==> src/rtl/operand_field_decoder_defines.vh <==
// Purpose: constants shared by the operand field decoder and its helpers
// Assumes: included by bare name from every design file
// Notes: format codes come from the opcode decoder, which is outside this block
//
// Summary of operation
// - access bit 0 ignores bank, 1 uses it
// - destination bit 0 to working, 1 to file
// - three-bit field picks bit 0 to 7
// - file operand: 8-bit address or pointer select
// - moves use full 12-bit source and destination
// - fast bit 1 saves/restores shadows, 0 ignores
// - table pointer: hold, post-inc, post-dec, pre-inc
// - 21-bit table pointer, 8-bit table latch
// - branch field relative signed or direct target
// - literal is 8, 12 or 20 bits wide
// - indexed moves carry 7-bit source/destination offsets
// - don't-care bits ignored, generated as zero
// - five status flags updated from each result
// - lone second word (top 1111) runs as no-op
// - cycle is four clocks; taken branch adds one
`ifndef OPERAND_FIELD_DECODER_DEFINES_VH
`define OPERAND_FIELD_DECODER_DEFINES_VH

// operand format codes
`define FMT_W 4
`define FMT_NONE 4'h0
`define FMT_BYTE 4'h1
`define FMT_BIT 4'h2
`define FMT_LIT8 4'h3
`define FMT_LIT_PTR 4'h4
`define FMT_REL8 4'h5
`define FMT_REL11 4'h6
`define FMT_ABS20 4'h7
`define FMT_MOVE12 4'h8
`define FMT_TABLE 4'h9
`define FMT_RET 4'hA
`define FMT_INDEXED 4'hB

// field positions inside an instruction word
`define D_BIT 9
`define A_BIT 8
`define BIT_HI 11
`define BIT_LO 9
`define CALL_S_BIT 8
`define RET_S_BIT 0
`define PTR_HI 5
`define PTR_LO 4
`define REL11_HI 10
`define MODE_HI 1
`define TOP_HI 15
`define TOP_LO 12
`define SECOND_MARK 4'hF
`define LIT12_HI 3

// table pointer step modes
`define TBL_HOLD 2'h0
`define TBL_POST_INC 2'h1
`define TBL_POST_DEC 2'h2
`define TBL_PRE_INC 2'h3

// instruction cycle: four clock periods
`define QUAD_LAST 2'h3
`define QUAD_FIRST 2'h0
`define QUAD_STEP 2'h1

// register byte offsets
`define REG_BANK 12'h000
`define REG_TABLE_POINTER 12'h004
`define REG_TABLE_LATCH 12'h008
`define REG_STATUS 12'h00C
`define REG_DECODE 12'h010

// status flag positions
`define FLG_C 0
`define FLG_DC 1
`define FLG_Z 2
`define FLG_OV 3
`define FLG_N 4

`endif

==> src/rtl/unused_placeholder_never.v <==
`default_nettype none
`default_nettype wire

==> src/rtl/operand_field_decoder.v <==
// Purpose: operand field decoder with table pointer, flags and fast shadows
// Assumes: i_mclk is the oscillator; fetch presents words with i_word_valid
// Notes: APB slave, zero wait states; unmapped offsets answer pslverr
`default_nettype none
`include "operand_field_decoder_defines.vh"
module operand_field_decoder #(
  parameter BANK_W = 4,
  parameter PTR_W = 21,
  parameter [7:0] ACCESS_SPLIT = 8'h80
) (
  input wire i_mclk,
  input wire i_rst,
  // apb slave
  input wire i_psel,
  input wire i_penable,
  input wire i_pwrite,
  input wire [11:0] i_paddr,
  input wire [31:0] i_pwdata,
  output wire [31:0] o_prdata,
  output wire o_pready,
  output wire o_pslverr,
  // fetch side
  input wire [15:0] i_word,
  input wire i_word_valid,
  input wire [`FMT_W-1:0] i_fmt,
  input wire i_two_word,
  input wire i_pc_changed,
  // datapath results
  input wire i_flag_we,
  input wire [7:0] i_result,
  input wire i_carry,
  input wire i_dcarry,
  input wire i_ovf,
  input wire [7:0] i_working_register,
  input wire i_tbl_data_valid,
  input wire [7:0] i_tbl_data,
  // decoded controls
  output wire o_quad_end,
  output reg o_exec,
  output reg o_nop,
  output reg [`FMT_W-1:0] o_fmt,
  output reg [11:0] o_file_addr,
  output reg o_dest_file,
  output reg [2:0] o_bit_pos,
  output reg [1:0] o_ptr_sel,
  output reg [19:0] o_literal,
  output reg [20:0] o_branch,
  output reg o_branch_rel,
  output reg [11:0] o_src_addr,
  output reg [11:0] o_dst_addr,
  output reg [6:0] o_ofs_src,
  output reg [6:0] o_ofs_dst,
  output reg o_tbl_strobe,
  output reg [PTR_W-1:0] o_tbl_addr,
  output wire [7:0] o_table_latch,
  output wire [4:0] o_flags,
  output reg o_working_register_restore,
  output reg [7:0] o_working_register_shadow
);

  // architectural state
  reg [BANK_W-1:0] bank_select_register_r; // software-written bank
  reg [PTR_W-1:0] table_pointer_r; // program memory pointer
  reg [7:0] table_latch_r; // table data byte
  reg [4:0] flags_r; // c, dc, z, ov, n
  reg [BANK_W-1:0] bank_shadow_r; // fast-mode copies
  reg [4:0] flags_shadow_r;
  reg [1:0] quad_r; // phase inside instruction cycle
  reg expect_r; // waiting for the second word
  reg [15:0] first_r; // held first word
  reg [`FMT_W-1:0] fmt_r; // held format
  reg flush_r; // next cycle runs as a no-op

  // slicer inputs: held first word when completing a pair
  wire [15:0] first_w = expect_r ? first_r : i_word;
  wire [`FMT_W-1:0] fmt_w = expect_r ? fmt_r : i_fmt;
  wire [11:0] s_file;
  wire s_dest;
  wire [2:0] s_bit;
  wire [1:0] s_ptr;
  wire [19:0] s_lit;
  wire [20:0] s_br;
  wire s_rel;
  wire s_fast;
  wire [1:0] s_mode;
  wire [11:0] s_src;
  wire [11:0] s_dst;
  wire [6:0] s_osrc;
  wire [6:0] s_odst;
  wire [PTR_W-1:0] t_addr;
  wire [PTR_W-1:0] t_next;

  // field decode stays combinational, registered below
  operand_field_slicer #(
    .BANK_W(BANK_W),
    .ACCESS_SPLIT(ACCESS_SPLIT)
  ) operand_field_slicer_inst (
    .i_first(first_w),
    .i_word(i_word),
    .i_fmt(fmt_w),
    .i_bank(bank_select_register_r),
    .o_file_addr(s_file),
    .o_dest_file(s_dest),
    .o_bit_pos(s_bit),
    .o_ptr_sel(s_ptr),
    .o_literal(s_lit),
    .o_branch(s_br),
    .o_branch_rel(s_rel),
    .o_fast(s_fast),
    .o_tbl_mode(s_mode),
    .o_src_addr(s_src),
    .o_dst_addr(s_dst),
    .o_ofs_src(s_osrc),
    .o_ofs_dst(s_odst)
  );

  table_pointer_stepper #(
    .PTR_W(PTR_W)
  ) table_pointer_stepper_inst (
    .i_ptr(table_pointer_r),
    .i_mode(s_mode),
    .o_addr(t_addr),
    .o_next(t_next)
  );

  // a word is taken only on the last phase of a cycle
  wire take = i_word_valid && (quad_r == `QUAD_LAST);
  wire lone_second = (i_word[`TOP_HI:`TOP_LO] == `SECOND_MARK);
  wire start_pair = take && !expect_r && !flush_r && !lone_second && i_two_word;
  // decode when a single word or the second of a pair is taken
  wire do_exec = take && !flush_r && (expect_r || (!lone_second && !i_two_word));
  wire do_nop = take && !expect_r && (flush_r || lone_second);
  wire is_table = do_exec && (fmt_w == `FMT_TABLE);
  wire fast_call = do_exec && s_fast && (fmt_w == `FMT_ABS20);
  wire fast_ret = do_exec && s_fast && (fmt_w == `FMT_RET);

  // apb decode, zero wait states
  wire apb_wr = i_psel && i_penable && i_pwrite;
  wire hit_bank = (i_paddr == `REG_BANK);
  wire hit_ptr = (i_paddr == `REG_TABLE_POINTER);
  wire hit_lat = (i_paddr == `REG_TABLE_LATCH);
  wire hit_stat = (i_paddr == `REG_STATUS);
  wire hit_dec = (i_paddr == `REG_DECODE);
  wire hit_any = hit_bank || hit_ptr || hit_lat || hit_stat || hit_dec;

  assign o_pready = 1'b1;
  assign o_pslverr = i_psel && i_penable && !hit_any;
  assign o_quad_end = (quad_r == `QUAD_LAST);
  assign o_table_latch = table_latch_r;
  assign o_flags = flags_r;

  reg [31:0] rdata;
  // read mux; bits above each field read as zero
  always @* begin
    rdata = 32'h00000000;
    if (hit_bank) begin
      rdata[BANK_W-1:0] = bank_select_register_r;
    end else if (hit_ptr) begin
      rdata[PTR_W-1:0] = table_pointer_r;
    end else if (hit_lat) begin
      rdata[7:0] = table_latch_r;
    end else if (hit_stat) begin
      rdata[4:0] = flags_r;
      rdata[8] = expect_r;
      rdata[9] = flush_r;
      rdata[13:12] = quad_r;
    end else if (hit_dec) begin
      rdata[11:0] = o_file_addr;
      rdata[12] = o_dest_file;
      rdata[15:13] = o_bit_pos;
      rdata[19:16] = o_fmt;
    end
  end
  assign o_prdata = (i_psel && i_penable) ? rdata : 32'h00000000;

  // instruction cycle phase counter
  always @(posedge i_mclk) begin
    if (i_rst) begin
      quad_r <= `QUAD_FIRST;
    end else begin
      quad_r <= quad_r + `QUAD_STEP;
    end
  end

  // pairing of two-word instructions and branch flush
  always @(posedge i_mclk) begin
    if (i_rst) begin
      expect_r <= 1'b0;
      first_r <= 16'h0000;
      fmt_r <= `FMT_NONE;
      flush_r <= 1'b0;
    end else begin
      if (start_pair) begin
        expect_r <= 1'b1;
        first_r <= i_word;
        fmt_r <= i_fmt;
      end else if (take && expect_r) begin
        expect_r <= 1'b0;
      end
      // a taken branch or skip turns the next cycle into a no-op
      if (i_pc_changed) begin
        flush_r <= 1'b1;
      end else if (take) begin
        flush_r <= 1'b0;
      end
    end
  end

  // registered decoded controls
  always @(posedge i_mclk) begin
    if (i_rst) begin
      o_exec <= 1'b0;
      o_nop <= 1'b0;
      o_fmt <= `FMT_NONE;
      o_file_addr <= 12'h000;
      o_dest_file <= 1'b0;
      o_bit_pos <= 3'h0;
      o_ptr_sel <= 2'h0;
      o_literal <= 20'h00000;
      o_branch <= 21'h000000;
      o_branch_rel <= 1'b0;
      o_src_addr <= 12'h000;
      o_dst_addr <= 12'h000;
      o_ofs_src <= 7'h00;
      o_ofs_dst <= 7'h00;
      o_tbl_strobe <= 1'b0;
      o_tbl_addr <= {PTR_W{1'b0}};
    end else begin
      o_exec <= do_exec;
      o_nop <= do_nop;
      o_tbl_strobe <= is_table;
      if (do_exec) begin
        o_fmt <= fmt_w;
        o_file_addr <= s_file;
        o_dest_file <= s_dest;
        o_bit_pos <= s_bit;
        o_ptr_sel <= s_ptr;
        o_literal <= s_lit;
        o_branch <= s_br;
        o_branch_rel <= s_rel;
        o_src_addr <= s_src;
        o_dst_addr <= s_dst;
        o_ofs_src <= s_osrc;
        o_ofs_dst <= s_odst;
      end
      if (is_table) begin
        o_tbl_addr <= t_addr;
      end
    end
  end

  // table pointer and latch; hardware step wins over a software write
  always @(posedge i_mclk) begin
    if (i_rst) begin
      table_pointer_r <= {PTR_W{1'b0}};
      table_latch_r <= 8'h00;
    end else begin
      if (is_table) begin
        table_pointer_r <= t_next;
      end else if (apb_wr && hit_ptr) begin
        table_pointer_r <= i_pwdata[PTR_W-1:0];
      end
      if (i_tbl_data_valid) begin
        table_latch_r <= i_tbl_data;
      end else if (apb_wr && hit_lat) begin
        table_latch_r <= i_pwdata[7:0];
      end
    end
  end

  // bank select, status flags and fast shadows
  always @(posedge i_mclk) begin
    if (i_rst) begin
      bank_select_register_r <= {BANK_W{1'b0}};
      flags_r <= 5'h00;
      bank_shadow_r <= {BANK_W{1'b0}};
      flags_shadow_r <= 5'h00;
      o_working_register_shadow <= 8'h00;
      o_working_register_restore <= 1'b0;
    end else begin
      o_working_register_restore <= fast_ret;
      if (fast_call) begin
        bank_shadow_r <= bank_select_register_r;
        flags_shadow_r <= flags_r;
        o_working_register_shadow <= i_working_register;
      end
      if (fast_ret) begin
        bank_select_register_r <= bank_shadow_r;
      end else if (apb_wr && hit_bank) begin
        bank_select_register_r <= i_pwdata[BANK_W-1:0];
      end
      if (i_flag_we) begin
        flags_r[`FLG_C] <= i_carry;
        flags_r[`FLG_DC] <= i_dcarry;
        flags_r[`FLG_Z] <= (i_result == 8'h00);
        flags_r[`FLG_OV] <= i_ovf;
        flags_r[`FLG_N] <= i_result[7];
      end else if (fast_ret) begin
        flags_r <= flags_shadow_r;
      end
    end
  end

endmodule
`default_nettype wire

==> src/rtl/operand_field_slicer.v <==
// Purpose: cut the operand fields out of one or two instruction words
// Assumes: i_first is the first word, i_word the second (same word when single)
// Notes: purely combinational; the caller registers the results
`default_nettype none
`include "operand_field_decoder_defines.vh"
module operand_field_slicer #(
  parameter BANK_W = 4,
  parameter [7:0] ACCESS_SPLIT = 8'h80
) (
  input wire [15:0] i_first,
  input wire [15:0] i_word,
  input wire [`FMT_W-1:0] i_fmt,
  input wire [BANK_W-1:0] i_bank,
  output reg [11:0] o_file_addr,
  output reg o_dest_file,
  output reg [2:0] o_bit_pos,
  output reg [1:0] o_ptr_sel,
  output reg [19:0] o_literal,
  output reg [20:0] o_branch,
  output reg o_branch_rel,
  output reg o_fast,
  output reg [1:0] o_tbl_mode,
  output reg [11:0] o_src_addr,
  output reg [11:0] o_dst_addr,
  output reg [6:0] o_ofs_src,
  output reg [6:0] o_ofs_dst
);

  wire [7:0] f8 = i_first[7:0]; // short file address
  // access area: low part in the bottom bank, high part in the top bank
  wire [11:0] access_addr = (f8 < ACCESS_SPLIT) ? {4'h0, f8} : {4'hF, f8};

  // unused fields default to zero so stale bits never leak out
  always @* begin
    o_file_addr = 12'h000;
    o_dest_file = 1'b0;
    o_bit_pos = 3'h0;
    o_ptr_sel = 2'h0;
    o_literal = 20'h00000;
    o_branch = 21'h000000;
    o_branch_rel = 1'b0;
    o_fast = 1'b0;
    o_tbl_mode = `TBL_HOLD;
    o_src_addr = 12'h000;
    o_dst_addr = 12'h000;
    o_ofs_src = 7'h00;
    o_ofs_dst = 7'h00;
    case (i_fmt)
      `FMT_BYTE, `FMT_BIT: begin
        // bank bits beyond the 12-bit space are dropped on purpose
        if (i_first[`A_BIT]) begin
          o_file_addr = {i_bank[3:0], f8};
        end else begin
          o_file_addr = access_addr;
        end
        if (i_fmt == `FMT_BYTE) begin
          o_dest_file = i_first[`D_BIT];
        end else begin
          o_bit_pos = i_first[`BIT_HI:`BIT_LO];
        end
      end
      `FMT_LIT8: begin
        o_literal = {12'h000, i_first[7:0]};
      end
      `FMT_LIT_PTR: begin
        // upper bits of the first word beside the selector are don't-care
        o_ptr_sel = i_first[`PTR_HI:`PTR_LO];
        o_literal = {8'h00, i_first[`LIT12_HI:0], i_word[7:0]};
      end
      `FMT_REL8: begin
        o_branch = {{13{i_first[7]}}, i_first[7:0]};
        o_branch_rel = 1'b1;
      end
      `FMT_REL11: begin
        o_branch = {{10{i_first[`REL11_HI]}}, i_first[`REL11_HI:0]};
        o_branch_rel = 1'b1;
      end
      `FMT_ABS20: begin
        o_literal = {i_word[11:0], i_first[7:0]};
        o_branch = {1'b0, i_word[11:0], i_first[7:0]};
        o_fast = i_first[`CALL_S_BIT];
      end
      `FMT_MOVE12: begin
        o_src_addr = i_first[11:0];
        o_dst_addr = i_word[11:0];
      end
      `FMT_TABLE: begin
        o_tbl_mode = i_first[`MODE_HI:0];
      end
      `FMT_RET: begin
        o_fast = i_first[`RET_S_BIT];
      end
      `FMT_INDEXED: begin
        o_ofs_src = i_first[6:0];
        o_ofs_dst = i_word[6:0];
      end
      default: begin
        o_literal = 20'h00000;
      end
    endcase
  end

endmodule
`default_nettype wire

==> src/rtl/table_pointer_stepper.v <==
// Purpose: address and next value of the table pointer for one access
// Assumes: called once per table instruction
// Notes: pointer wraps at its width; pre-increment uses the stepped value
`default_nettype none
`include "operand_field_decoder_defines.vh"
module table_pointer_stepper #(
  parameter PTR_W = 21
) (
  input wire [PTR_W-1:0] i_ptr,
  input wire [1:0] i_mode,
  output reg [PTR_W-1:0] o_addr,
  output reg [PTR_W-1:0] o_next
);

  wire [PTR_W-1:0] one = {{(PTR_W-1){1'b0}}, 1'b1};

  // access address and the value left behind
  always @* begin
    o_addr = i_ptr;
    o_next = i_ptr;
    case (i_mode)
      `TBL_HOLD: begin
        o_next = i_ptr;
      end
      `TBL_POST_INC: begin
        o_next = i_ptr + one;
      end
      `TBL_POST_DEC: begin
        o_next = i_ptr - one;
      end
      `TBL_PRE_INC: begin
        o_addr = i_ptr + one;
        o_next = i_ptr + one;
      end
      default: begin
        o_next = i_ptr;
      end
    endcase
  end

endmodule
`default_nettype wire

==> config.mk <==
export PLATFORM = sky130hd
export DESIGN_NAME = operand_field_decoder
export DESIGN_NICKNAME = d
export VERILOG_FILES = /design/src/rtl/unused_placeholder_never.v /design/src/rtl/operand_field_decoder.v /design/src/rtl/operand_field_slicer.v /design/src/rtl/table_pointer_stepper.v
export VERILOG_INCLUDE_DIRS = /design/src /design/src/rtl
export SDC_FILE = /design/constraint.sdc
export NUM_CORES = 1
export LEC_CHECK = 0
export BUFFER_PORTS_ARGS = -buffer_cell sky130_fd_sc_hd__buf_2
export CAP_MARGIN = 10
export CORE_ASPECT_RATIO = 1.25
export CORE_MARGIN = 2
export CORE_UTILIZATION = 27
export DETAILED_ROUTE_END_ITERATION = 10
export GPL_ROUTABILITY_DRIVEN = 0
export SYNTH_ARGS = -nofsm -noshare
export SYNTH_HDL_FRONTEND = slang
export SYNTH_SLANG_ARGS = --single-unit
==> constraint.sdc <==
create_clock -name i_mclk -period 3.8 [get_ports i_mclk]
set_clock_uncertainty 0.2 [all_clocks]
set_input_delay 0 -clock i_mclk [delete_from_list [all_inputs] [get_ports i_mclk]]
set_output_delay 0 -clock i_mclk [all_outputs]
set_load 0.05 [all_outputs]
# Word-level counts from Yosys, hierarchy flattened
# Index checks and enable logic that the tools add are counted.
# word_totals
reg_bits	202
in_bits	101
output_inout_bits	183
wordCells	145
# classes
add_sub_neg	3
magnitude_cmp	1
n_eq_ne	21
mux	47
n_reduce_logical	44
# ops
cell	count
$mux 12	7
$mux 21	4
$pmux 21 s3	1
$pmux 20 s3	1
$pmux 21 s2	1
$mux 20	2
$eq 12x4->1 const B	2
$mux 8	3
$add 21x1->21 const B	1
$sub 21x1->21 const B	1
$eq 4x4->1 const B	5
$logic_and 1x1->1	20
$mux 17	1
$eq 4x3->1 const B	4
$mux 4	4
$mux 5	3
$mux 7	2
$eq 12x3->1 const B	1
$eq 12x5->1 const B	1
$logic_not 12->1	1
$reduce_bool 2->1	6
$mux 2	5
$mux 3	3
$eq 4x2->1 const B	2
other kinds (15)	35

# Longest topological paths before layout
# logic_depth
ltp_word	9
ltp_mapped	10
mapped_depth_nobuf	8

# Modules after synthesis
# A second synthesis with hierarchy kept.
# unflattened
hier_cells	1359
hier_area_um2	10826.6
# by_module_without_submodules
mod	n_inst	cells_per_inst	area_per_inst_um2	seq_area_each_um2
operand_field_decoder	1	1045	8805.9	4124.0
table_pointer_stepper	1	164	1117.3	0.0
operand_field_slicer	1	150	903.4	0.0

# Worst setup path after synthesis
# No wires, ideal clock.
# synth_timing
kind	input-to-output
startpoint	input port i_paddr[10]
endpoint	output port o_prdata[6]
arrival_time_ns	2.643
required_ns	3.600
path_slack_ns	0.957
path_stages	7
n_path_buf	2
path_cell_list	or4_1 -> or4_1 -> buf_2 -> nor2_1 -> clkbuf_1 -> nand2_1 -> a21oi_1
# synth_between
elab_chain_cells	7
elab_cells_between_ends	11
classes_between	4 x eq/ne; 6 x mux; 1 x reduce/logical
# synth_lines
element	line	rtl
from (decl)	operand_field_decoder.v:17	input wire [11:0] i_paddr,
$eq 12x5->1 (no line)	n/a	
$mux 20	operand_field_decoder.v:167	end else if (hit_dec) begin
$mux 3	operand_field_decoder.v:162	end else if (hit_stat) begin
$mux 8	operand_field_decoder.v:160	end else if (hit_lat) begin
$mux 20	operand_field_decoder.v:158	end else if (hit_ptr) begin
$mux 17 *	operand_field_decoder.v:156	if (hit_bank) begin
$mux 21 *	operand_field_decoder.v:174	assign o_prdata = (i_psel && i_penable) ? rdata : 32'h00000000;
to (decl)	operand_field_decoder.v:19	output wire [31:0] o_prdata,
# Mark *: on every way between the ends. The rest lies on a longest branch, timed or not.

# Worst setup path after layout
# layout_timing
startpoint	register expect_r
endpoint	register o_working_register_shadow[7]
# layout_between
elab_chain_cells	5
elab_cells_between_ends	9
classes_between	2 x eq/ne; 3 x mux; 4 x reduce/logical
# layout_lines
element	line	rtl
from (decl)	operand_field_decoder.v:69	reg expect_r;
from (signal assigned)	operand_field_decoder.v:188	expect_r <= 1'b0;
from (signal assigned)	operand_field_decoder.v:194	expect_r <= 1'b1;
from (signal assigned)	operand_field_decoder.v:198	expect_r <= 1'b0;
$mux 4	operand_field_decoder.v:76	wire [`FMT_W-1:0] fmt_w = expect_r ? fmt_r : i_fmt;
$eq 4x4->1 / $eq 4x3->1 (equally long branches)	operand_field_slicer.v:48	case (i_fmt)
$pmux 1 s2	operand_field_slicer.v:48	
$logic_and 1x1->1	operand_field_decoder.v:134	wire fast_call = do_exec && s_fast && (fmt_w == `FMT_ABS20);
$logic_and 1x1->1 *	operand_field_decoder.v:134	
to (signal assigned)	operand_field_decoder.v:285	o_working_register_shadow <= i_working_register;
to (decl)	operand_field_decoder.v:58	output reg [7:0] o_working_register_shadow
# Marks and branches as above.
# A chain may end at the register's enable or synchronous reset.

==> results.cfg <==
[outcome]
status = complete, no violations

[drt]
drt_pre_antenna_iters = 5
postRouteAntennaNets = 0
drc = 0
wl_mm = 37.0
vias_per_cell = 5.12
drt_iter0_markers = 761
wl_per_cell_um = 19.1
vias = 9918

[global_routing]
use_met1_pct = 23.8
first_global_vias = 9609
overflow = 0
grt_max_degree = 77
grt.met2_usage_pct = 32.4
antenna_found_initial = 1
top_usage_layer = met2
track_usage_pct = 19.2
grt_pass1_wl_mm = 56.5
grt_util_met3_pct = 4.24

[final_layout]
drive_above_1_share_pct = 24.9
num-fill-cells = 3592
final_cells = 1938
insertedDiodeCount = 0
area_growth_pct = 37.3
nNetsFinal = 1553

[hold_path]
hold_path.class = input port to flip-flop

[timing]
finalCritPeriodShare_pct = 93.9
setup_viol = 0
fmax_mhz = 280
slew_headroom_pct = 34.9
rsz0062_at_grt = no
fin_tns_setup_ps = 0
tightest_slew_ps = 973
finalWorstSetupSlack_ps = 234
finalHoldViolCount = 0
min_period_ps = 3570
maxSlewViolCount = 0

[pwr]
switching_share_pct = 23.9
vdd_drop_max_mv = 0.328
power_frac_clock_pct = 47.4
cellPowerDensity_nw_per_um2 = 376
leakagePower_nw = 5.58
p_switching_mw = 1.18
combPwrFrac_pct = 9.1
p_seq_share_pct = 43.5
p_int_mw = 3.76

[job]
maxCapViolCount = 0

[logic_synthesis]
synth_cells = 1130
yosysWarnings = 0
yosys.area.top_type = dfxtp_1
synthFlopType = dfxtp_1
yosysMostFrequentCell = dfxtp_1
synthDistinctLibCells = 71
synth_seq_cells = 202
synth_area_leaders = dfxtp_1, nor2_1, a22oi_1, mux2i_1, a21oi_1
synth.top_cells.by_count = dfxtp_1, nor2_1, clkbuf_1
synth_edf_count = 0
syn_avg_cell_area_um2 = 8.48
synth_area_um2 = 9580
yosysSeqAreaShare_pct = 42.2
yosysTopAreaCellShare_pct = 42.2
synth-async-reset-ratio_pct = 0

[die]
start_util_pct = 27.3
die_area_um2 = 37000
die_x_um = 173
core_area_um2 = 35200
die_h_um = 215
fp-row-count = 77
io_pins = 284

[worst_setup_path]
r2r_start = expect_r$_SDFFE_PP0P_
startpoint = expect_r$_SDFFE_PP0P_
path_max_fanout = 54
critPathCaptureType = flip-flop
cp.arrival_ps = 3770
crit_end = o_working_register_shadow[7]$_SDFFE_PP0P_
startpoint_type = flip-flop
r2r.worst_path.cells = 9
required_ps = 4010
r2r_slack_ps = 230
setup.worst_path.class = flip-flop to flip-flop
worstReg2RegEnd = o_working_register_shadow[7]$_SDFFE_PP0P_

[clock_network]
h-tree-depth = 1
cts.reportedPaths.clkPinSlew_ps = 70
clockBufferDepth = 3
postCtsSetupRepairBufs = 0
cts_tree = built
numCtsBuffers = 22
clock_tree.root_cell = clkbuf_16
clkLatencyLatePin_ps = 520
clock-sinks = 202

[placed_design]
post-dp-hpwl_mm = 25.6
portBuffers = 260
pre_cts_ws_ps = 579
dp.cells = 1795
per-layer routing:
metal / wire, um / part of all wire (%)
met1: 15400 / 42
met2: 17600 / 48
met3: 2670 / 7.2
met4: 1210 / 3.3
met5: 13 / 0.035
through the flow:
stage,area (um2),util [%],hold WS [ps],total power [mW]
global route,13200,37.4,19.6,5.11
detailed placement,11300,32.2,26.4,2.56
finish,13200,37.4,20.2,4.94
CTS,13200,37.4,3.51,4.99
floorplan,9620,-,-82.6,2.42
global placement,11300,32.2,11.3,2.56
state kept, by name, indices dropped and copies added (netlist names), 8 cells and up:
signal,count
o_tbl_addr,21
o_src_addr,12
o_dst_addr,12
o_branch,21
o_file_addr,12
first_r,12
o_table_latch,8
o_working_register_shadow,8
table_pointer_r,21
o_literal,20
worst min path at each step:
| stage | startpoint | end | slack [ps] | depth (start not counted) |
|---|---|---|---|---|
| after floorplan | i_pc_changed | flush_r$_SDFFE_PP0P_ | -80 | 2 |
| after global placement | i_pc_changed | flush_r$_SDFFE_PP0P_ | 10 | 3 |
| after detailed placement | i_pc_changed | flush_r$_SDFFE_PP0P_ | 30 | 3 |
| after CTS | i_two_word | expect_r$_SDFFE_PP0P_ | 4 | 5 |
| after global routing | i_two_word | expect_r$_SDFFE_PP0P_ | 20 | 5 |
| final | i_two_word | expect_r$_SDFFE_PP0P_ | 20 | 5 |
power groups by stage:
stage / registers (mW) / logic, mW / clock network (mW)
floorplan: 2.23 / 0.188 / 0
global placement: 2.20 / 0.364 / 0
detailed placement: 2.20 / 0.366 / 0
CTS: 2.15 / 0.445 / 2.40
global route: 2.15 / 0.477 / 2.48
finish: 2.15 / 0.452 / 2.34
worst max-delay path, stage by stage (launching register included):
cell	delay (ps)
dfxtp_2	440
buf_4	240
o21ai_4	480
buf_4	580
nor3_2	140
o21ai_2	110
buf_4	360
mux2i_1	220
nor2_1	50
dlygate4sd3_1	570
logic make-up after synthesis:
kind of cell	count (synthesis)	share of synthesized area (%)
simple gates	407	19.7
compound gates	287	21.0
flops	202	42.2
buf+inv	127	5.65
mux	81	9.06
xor+xnor	21	1.92
fa+ha+maj	3	0.392
other cells	2	0.0784
repair_timing:
| action | in CTS | in global routing |
|---|---|---|
| setup endpoints to repair | 0 | 7 |
| endpoints found under the hold margin | 168 | 0 |
| gates resized for setup | 0 | 1 |
| hold buffers | 104 | 0 |
cells in the final DEF, fill, tap and decap left out, types with 5 or more instances in the layout:
master | synthesis | layout
inv_1 | 16 | 16
a221oi_1 | 14 | 14
a2bb2oi_1 | 6 | 6
nor4_1 | 9 | 9
o32ai_1 | 9 | 9
or4_1 | 8 | 8
nor2b_1 | 5 | 5
buf_2 | 10 | 259
dfxtp_1 | 202 | 201
nand3b_1 | 5 | 5
clkbuf_1 | 82 | 6
o21ai_0 | 31 | 30
a22o_1 | 6 | 6
nand2_1 | 76 | 76
mux2_2 | 14 | 14
a21oi_1 | 62 | 62
clkbuf_16 | 0 | 23
dlygate4sd3_1 | 0 | 104
a22oi_1 | 80 | 80
a31oi_1 | 14 | 14
nor2_1 | 191 | 189
o31ai_1 | 5 | 5
and3_1 | 8 | 8
nor3_1 | 36 | 36
xnor2_1 | 14 | 14
a211oi_1 | 19 | 19
nand4_1 | 14 | 14
mux2i_1 | 59 | 59
nand3_1 | 23 | 23
conb_1 | 2 | 12
o211ai_1 | 6 | 6
buf_4 | 12 | 30
mux2_4 | 8 | 8
xor2_1 | 7 | 7
cell type report:
class	count	area, um2	share of cell area (%)
tap	474	593	4.51
inverter	17	63.8	0.485
sequential	202	4050	30.8
multi-input combinational	811	5070	38.6
clock inverter	6	130	0.989
timing repair buffer	395	2590	19.7
clock buffer	33	653	4.97
Power figures use the tool's default switching activity.
